### config.mk
export PLATFORM = sky130hd
export DESIGN_NAME = tcs_top
export DESIGN_NICKNAME = d
export VERILOG_FILES = /design/src/design/tcs_pkg.sv /design/src/design/tcs_top.sv /design/src/design/tcs_counter.sv /design/src/design/tcs_sticky.sv
export VERILOG_INCLUDE_DIRS = /design/src /design/src/design
export SDC_FILE = /design/constraint.sdc
export NUM_CORES = 1
export LEC_CHECK = 0
export BUFFER_PORTS_ARGS = -buffer_cell sky130_fd_sc_hd__buf_2
export CAP_MARGIN = 25
export CELL_PAD_IN_SITES_DETAIL_PLACEMENT = 0
export CELL_PAD_IN_SITES_GLOBAL_PLACEMENT = 2
export CORE_AREA = 2 2 113 115
export CTS_CLUSTER_DIAMETER = 50
export CTS_CLUSTER_SIZE = 30
export DETAILED_ROUTE_END_ITERATION = 10
export DIE_AREA = 0 0 115 117
export HOLD_SLACK_MARGIN = 0.08
export PLACE_DENSITY_LB_ADDON = 0.05
export SYNTH_ARGS = -nofsm -noshare
export SYNTH_HDL_FRONTEND = slang
export SYNTH_SLANG_ARGS = --single-unit
### constraint.sdc
create_clock -name clk -period 2.2 [get_ports clk]
set_input_delay 0.66 -clock clk [delete_from_list [all_inputs] [get_ports clk]]
set_output_delay 0.66 -clock clk [all_outputs]
set_load 0.01 [all_outputs]
### src/design/tcs_params.svh
`ifndef TCS_PARAMS_SVH
`define TCS_PARAMS_SVH

// Register byte offsets
`define TCS_OFF_COUNT 8'h18
`define TCS_OFF_CTRL 8'h1C
`define TCS_OFF_EOI 8'h20
`define TCS_OFF_STAT 8'h24
`define TCS_OFF_IEN 8'h28

// Bus widths
`define TCS_ADDR_W 8
`define TCS_DATA_W 32

// Control field positions
`define TCS_CTRL_EN 0
`define TCS_CTRL_MODE 1
`define TCS_CTRL_MASK 2
`define TCS_CTRL_W 3

// Control reset value
`define TCS_CTRL_RST 3'h0

// Counter width and reset
`define TCS_COUNT_W 24
`define TCS_COUNT_RST 24'h000000

// Status / enable fields
`define TCS_EV_TC 0
`define TCS_EV_ERR 1
`define TCS_EV_W 2
`define TCS_STAT_RST 2'h0
`define TCS_IEN_RST 2'h3

// Read value of the clear register
`define TCS_EOI_RDATA 32'h0000_0000

`endif

### src/design/tcs_pkg.sv
package tcs_pkg;

   // Counting mode selected by the control register
   typedef enum logic {
      TCS_MODE_FREE,
      TCS_MODE_USER
   } tcs_mode_t;

   // Counting engine states
   typedef enum logic {
      TCS_ST_IDLE,
      TCS_ST_RUN
   } tcs_state_t;

endpackage

### src/design/tcs_top.sv
`timescale 1ns/10ps
`default_nettype none
`include "tcs_params.svh"

module tcs_top #(
   parameter int COUNT_W = `TCS_COUNT_W
) (
   // Clock and reset
   input wire logic clk,
   input wire logic resetn,
   // Register port
   input wire logic [`TCS_ADDR_W-1:0] reg_addr,
   input wire logic [`TCS_DATA_W-1:0] reg_wdata,
   input wire logic reg_wr,
   input wire logic reg_rd,
   output logic [`TCS_DATA_W-1:0] reg_rdata,
   // Timer side
   input wire logic [COUNT_W-1:0] load_val,
   output logic [COUNT_W-1:0] count_val,
   output logic expire,
   // Interrupt
   output logic irq
);

   // Control, interrupt enable, status, read data and interrupt registers
   logic [`TCS_CTRL_W-1:0] ctrl_q;
   logic [`TCS_EV_W-1:0] ien_q;
   logic [`TCS_EV_W-1:0] stat_q;
   logic [`TCS_DATA_W-1:0] rdata_q;
   logic irq_q;

   // Address decode
   logic hit_count;
   logic hit_ctrl;
   logic hit_eoi;
   logic hit_stat;
   logic hit_ien;
   logic hit_any;
   logic bad_access;

   // Engine wires
   logic [COUNT_W-1:0] count_w;
   logic expire_w;
   tcs_pkg::tcs_mode_t mode_w;

   // Event sets and clears
   logic [`TCS_EV_W-1:0] ev_set;
   logic [`TCS_EV_W-1:0] ev_clr;

   assign hit_count = (reg_addr == `TCS_OFF_COUNT);
   assign hit_ctrl = (reg_addr == `TCS_OFF_CTRL);
   assign hit_eoi = (reg_addr == `TCS_OFF_EOI);
   assign hit_stat = (reg_addr == `TCS_OFF_STAT);
   assign hit_ien = (reg_addr == `TCS_OFF_IEN);
   assign hit_any = hit_count | hit_ctrl | hit_eoi | hit_stat | hit_ien;

   // Writes to read-only or unmapped words and reads of holes are flagged, never stall the master
   assign bad_access = (reg_wr & ~(hit_ctrl | hit_ien)) | (reg_rd & ~hit_any);

   // Control register: enable, mode, interrupt mask; reserved bits dropped
   always_ff @(posedge clk) begin
      if (!resetn) begin
         ctrl_q <= `TCS_CTRL_RST;
      end else if (reg_wr && hit_ctrl) begin
         ctrl_q <= reg_wdata[`TCS_CTRL_W-1:0];
      end
   end

   // Interrupt enable register, same layout as status
   always_ff @(posedge clk) begin
      if (!resetn) begin
         ien_q <= `TCS_IEN_RST;
      end else if (reg_wr && hit_ien) begin
         ien_q <= reg_wdata[`TCS_EV_W-1:0];
      end
   end

   // Mode field decoded into the engine's enumeration
   assign mode_w = ctrl_q[`TCS_CTRL_MODE] ? tcs_pkg::TCS_MODE_USER : tcs_pkg::TCS_MODE_FREE;

   // Counting engine
   tcs_counter #(
      .W(COUNT_W)
   ) u_counter (
      .clk(clk),
      .resetn(resetn),
      .enable(ctrl_q[`TCS_CTRL_EN]),
      .mode(mode_w),
      .load_val(load_val),
      .count_q(count_w),
      .expire_q(expire_w)
   );

   assign count_val = count_w;
   assign expire = expire_w;

   // Events: terminal count is the pending timer interrupt, bad access is a bus error
   always_comb begin
      ev_set = '0;
      ev_set[`TCS_EV_TC] = expire_w;
      ev_set[`TCS_EV_ERR] = bad_access;
   end

   // Status read clears every flag; clear-register read drops only the timer interrupt
   always_comb begin
      ev_clr = '0;
      if (reg_rd && hit_stat) begin
         ev_clr = '1;
      end
      if (reg_rd && hit_eoi) begin
         ev_clr[`TCS_EV_TC] = 1'b1;
      end
   end

   // Sticky status flags
   tcs_sticky #(
      .N(`TCS_EV_W)
   ) u_status (
      .clk(clk),
      .resetn(resetn),
      .set(ev_set),
      .clr(ev_clr),
      .flags_q(stat_q)
   );

   // Read data stands only in the cycle after the strobe, zero otherwise
   always_ff @(posedge clk) begin
      if (!resetn) begin
         rdata_q <= '0;
      end else begin
         rdata_q <= '0;
         if (reg_rd) begin
            if (hit_count) begin
               rdata_q[COUNT_W-1:0] <= count_w;
            end else if (hit_ctrl) begin
               rdata_q[`TCS_CTRL_W-1:0] <= ctrl_q;
            end else if (hit_eoi) begin
               rdata_q <= `TCS_EOI_RDATA;
            end else if (hit_stat) begin
               rdata_q[`TCS_EV_W-1:0] <= stat_q;
            end else if (hit_ien) begin
               rdata_q[`TCS_EV_W-1:0] <= ien_q;
            end
         end
      end
   end

   assign reg_rdata = rdata_q;

   // Registered level: enabled pending flags, hidden while the control mask is set
   always_ff @(posedge clk) begin
      if (!resetn) begin
         irq_q <= 1'b0;
      end else begin
         irq_q <= (|(stat_q & ien_q)) & ~ctrl_q[`TCS_CTRL_MASK];
      end
   end

   assign irq = irq_q;

endmodule
`default_nettype wire

### src/design/tcs_counter.sv
`timescale 1ns/10ps
`default_nettype none
`include "tcs_params.svh"

module tcs_counter #(
   parameter int W = `TCS_COUNT_W
) (
   // Clock and reset
   input wire logic clk,
   input wire logic resetn,
   // Control
   input wire logic enable,
   input wire tcs_pkg::tcs_mode_t mode,
   input wire logic [W-1:0] load_val,
   // Results
   output logic [W-1:0] count_q,
   output logic expire_q
);

   tcs_pkg::tcs_state_t state_q;
   logic [W-1:0] reload;

   // Free-running counts the full range, user mode restarts from the load value
   assign reload = (mode == tcs_pkg::TCS_MODE_USER) ? load_val : {W{1'b1}};

   // State follows the enable bit; stopping holds the count
   always_ff @(posedge clk) begin
      if (!resetn) begin
         state_q <= tcs_pkg::TCS_ST_IDLE;
      end else begin
         unique case (state_q)
            tcs_pkg::TCS_ST_IDLE: begin
               if (enable) begin
                  state_q <= tcs_pkg::TCS_ST_RUN;
               end
            end
            tcs_pkg::TCS_ST_RUN: begin
               if (!enable) begin
                  state_q <= tcs_pkg::TCS_ST_IDLE;
               end
            end
         endcase
      end
   end

   // Down counter, reloads on start and after reaching zero
   always_ff @(posedge clk) begin
      if (!resetn) begin
         count_q <= `TCS_COUNT_RST;
      end else if (state_q == tcs_pkg::TCS_ST_IDLE) begin
         if (enable) begin
            count_q <= reload;
         end
      end else if (enable) begin
         if (count_q == '0) begin
            count_q <= reload;
         end else begin
            count_q <= count_q - 1'b1;
         end
      end
   end

   // One-cycle pulse at the terminal count
   always_ff @(posedge clk) begin
      if (!resetn) begin
         expire_q <= 1'b0;
      end else begin
         expire_q <= (state_q == tcs_pkg::TCS_ST_RUN) && enable && (count_q == '0);
      end
   end

endmodule
`default_nettype wire

### src/design/tcs_sticky.sv
`timescale 1ns/10ps
`default_nettype none

module tcs_sticky #(
   parameter int N = 2
) (
   // Clock and reset
   input wire logic clk,
   input wire logic resetn,
   // Events and clears
   input wire logic [N-1:0] set,
   input wire logic [N-1:0] clr,
   // Held flags
   output logic [N-1:0] flags_q
);

   // Set wins over clear so an event in the clearing cycle is kept
   always_ff @(posedge clk) begin
      if (!resetn) begin
         flags_q <= '0;
      end else begin
         flags_q <= (flags_q & ~clr) | set;
      end
   end

endmodule
`default_nettype wire

==> impl_metrics.py <==
metrics = {
    "yosys": {
        "async_reset_ff_share_pct": 0,
        "synth_cells": 322,
        "syn-mean-instance-area_um2": 8.529,
        "synth_ff_type": "dfxtp_1",
        "ys_ff_latch": 58,
        "netlist_area_um2": 2746,
        "synth_edf_count": 0,
        "synth.largest_area_cell": "dfxtp_1",
        "yosysSeqAreaShare_pct": 42.28,
        "ys_types": 56,
        "yosys-top-cells-area": "dfxtp_1 (42%), a21oi_1 (4.9%), and2_1 (4.8%)",
        "synth_top_cell_area_share_pct": 42.28,
        "synth_warnings": 0,
    },
    "worst_setup_path": {
        "end_kind": "flip-flop",
        "crit_type": "flip-flop to flip-flop",
        "rrSetupSlack_ns": 0.08,
        "crit_fanout": 7,
        "arrival_ns": 2.34,
        "timing.rr.start": "u_counter.count_q[0]$_SDFFE_PN0P_",
        "start_kind": "flip-flop",
        "crit_start": "u_counter.count_q[0]$_SDFFE_PN0P_",
        "cp.required_ns": 2.42,
    },
    "timing": {
        "finalCriticalPeriod_ns": 2.116,
        "drv_slew": 0,
        "fin_crit_sh_pct": 96.16,
        "timing.fmax_ghz": 0.4727,
        "finalSetupViolCount": 0,
        "rsz0062_at_grt": "false",
        "skew_ns": 0.004585,
        "timing_hold_violations_final": 0,
    },
    "global_route": {
        "antenna_found_initial": 0,
        "grt_pass1_vias": 2880,
        "grt_usage_pct": 16.24,
        "grt_pass1_wl_mm": 16.10,
        "grt_max_degree": 22,
        "grt.overflow.total": 0,
    },
    "cells_and_area": {
        "nFillCells": 1350,
        "n_antenna_cell": 0,
        "drive_gt1_share_pct": 38.49,
        "multi_input_area_um2": 1463,
        "seq_area_um2": 1161,
        "nNetsFinal": 531,
        "area_growth_pct": 47.61,
        "final_util_pct": 32.93,
    },
    "power": {
        "comb_power_share_pct": 4.1,
        "p_leak_nw": 1.856,
        "p_per_area_nw_per_um2": 642.9,
        "clkPwrFrac_pct": 55.3,
        "swShare_pct": 20.87,
        "p_int_mw": 2.062,
        "p_seq_share_pct": 40.6,
        "vdd_ir_drop_max_v": 0.0002744,
        "power_mw": 2.606,
        "power.switching_mw": 0.5440,
    },
    "run": {
        "maxCapViolations": 0,
    },
    "cts": {
        "root_buffer": "clkbuf_16",
        "tritoncts": "yes",
        "clock_sinks": 58,
        "h-tree-depth": 3,
        "worst_setup_hold_path_clk_slew_ns": 0.05,
        "clk_latency_ns": 0.33,
        "clockBufferDepth": 2,
        "cts_hold_buf": 0,
        "cts_buffers": 9,
    },
    "outcome": {
        "status": "finished clean",
    },
    "routing": {
        "ant_nets": 0,
        "initialDrtViolationCount": 101,
        "drtPass1Iterations": 4,
        "via_per_inst": 4.750,
        "post_drt_wl_per_cell_um": 16.82,
        "routed_wl_mm": 10.34,
        "drc": 0,
        "vias": 2921,
    },
    "worst_hold_path": {
        "hold_class": "flip-flop to flip-flop",
        "worstHoldStart": "u_counter.expire_q$_SDFF_PN0_",
    },
    "floorplan": {
        "chipWidth_um": 115,
        "rows": 41,
        "ios": 126,
        "die_h_um": 117,
        "start_util_pct": 22.31,
        "die_area_um2": 13460,
        "core_area_um2": 12310,
    },
    "placed_design": {
        "io_buffers": 88,
        "dp_hpwl_mm": 7.789,
        "gp_congestion": 0.7878,
    },
}
==> cells by family after synthesis <==
| kind of cell | share of synthesized area [%] |
|---|---|
| and+or+nand+nor | 27.84 |
| AOI/OAI and AO/OA | 20.37 |
| DFF | 42.28 |
| buffers and inverters | 6.469 |
| xor gates and xnor gates | 1.594 |
| adders and majority gates | 0.9110 |
| other | 0.1365 |
| muxes | 0.4100 |
==> per-stage QoR <==
stage          setup WS [ns]  area (um2)  hold slack [ns]  cells  TNS (ns)
3_3_place_gp        -0.03863        3715           0.4571    599  -0.07073
2_1_floorplan        0.08784        2779           0.4248    329         0
6_report             0.08440        4054           0.4791    615         0
5_1_grt            0.0003679        4054           0.5246    615         0
4_1_cts              0.02738        4035           0.4924    615         0
3_5_place_dp        -0.01564        3715           0.4827    599  -0.01564
==> worst paths after layout <==
check                                             to  depth (start not counted)
setup reg to reg  u_counter.count_q[10]$_SDFFE_PN0P_                          7
setup / recovery  u_counter.count_q[10]$_SDFFE_PN0P_                          7
hold / removal        u_status.flags_q[0]$_SDFF_PN0_                          2
hold reg to reg       u_status.flags_q[0]$_SDFF_PN0_                          2
==> cells in the mapped netlist, drive strengths merged, types with 2 or more instances <==
library cell and instances:
a21oi 27, a22oi 4, a32oi 3, and2 21
and4b 2, buf 9, clkbuf 16, clkinv 2
dfxtp 58, ha 2, inv 10, nand2 24
nand2b 3, nand3 14, nand4 6, nor2 19
nor3 15, nor4 8, o211ai 9, o21ai 14
o221ai 9, o31ai 4, or2 2, or3 4
or4 8, or4b 3, xnor2 5
==> what timing repair did <==
| item | CTS | global route |
|---|---|---|
| gates resized for setup | 2 | 5 |
| hold endpoints to repair | 0 | 0 |
| setup endpoints to repair | 2 | 17 |
| pin swaps | 1 | 2 |
| cloned | 0 | 0 |
| setup buffers | 1 | 0 |
==> sequential cells by signal, indices dropped and copies added (netlist names) <==
| name | flops |
|---|---|
| irq | 1 |
| ctrl_q | 3 |
| u_counter.count_q | 24 |
| u_counter.state_q | 1 |
| ien_q | 2 |
| reg_rdata | 24 |
| u_counter.expire_q | 1 |
| u_status.flags_q | 2 |
==> layout make-up <==
type | instances | share of cell area [%]
repair buffers | 146 | 22.01
clock buffers | 13 | 6.667
clock inverters | 2 | 0.8642
inverters | 12 | 1.111
flip-flops and latches | 58 | 28.64
well taps | 150 | 4.630
multi-input cells | 234 | 36.08
==> per-layer routing <==
layer	GRT usage (%)	share of wire [%]	wire length [um]
met3	3.450	4.9	511
met1	21.43	48	4971
met2	24.90	44	4555
met4	8.755	2.9	303
met5	0	0	0
==> worst max-delay path, cell delays in order, from the launching register on <==
cell,delay (ns)
dfxtp_1,0.32
inv_2,0.06
ha_1,0.14
or4b_4,0.47
or3_4,0.36
o21ai_4,0.26
o21ai_0,0.14
a32o_1,0.26
==> cell usage in the layout (no fill, tap or decap), types with 4 or more instances in the layout <==
master | synthesis | final
conb_1 | 1 | 8
buf_2 | 0 | 88
o211ai_1 | 9 | 9
nor3_1 | 15 | 15
o21ai_0 | 10 | 10
nor4_2 | 2 | 4
nor4_1 | 6 | 4
or4_1 | 7 | 7
nor2_1 | 19 | 19
nand3_1 | 14 | 14
o221ai_1 | 9 | 9
nand2_1 | 24 | 24
dfxtp_1 | 58 | 58
a22oi_1 | 4 | 4
o31ai_1 | 4 | 4
a21oi_1 | 27 | 27
xnor2_1 | 5 | 5
and2_1 | 21 | 21
buf_4 | 8 | 56
nand4_1 | 6 | 6
clkbuf_16 | 0 | 9
inv_1 | 10 | 8
==> power groups by stage <==
stage          registers [mW]  logic [mW]  clock network [mW]
3_5_place_dp             1.08       0.107                   0
5_1_grt                  1.06       0.120                1.53
3_3_place_gp             1.08       0.107                   0
4_1_cts                  1.06       0.108                1.49
2_1_floorplan            1.08      0.0516                   0
6_report                 1.06       0.107                1.44
(Power assumes the default switching activity.)
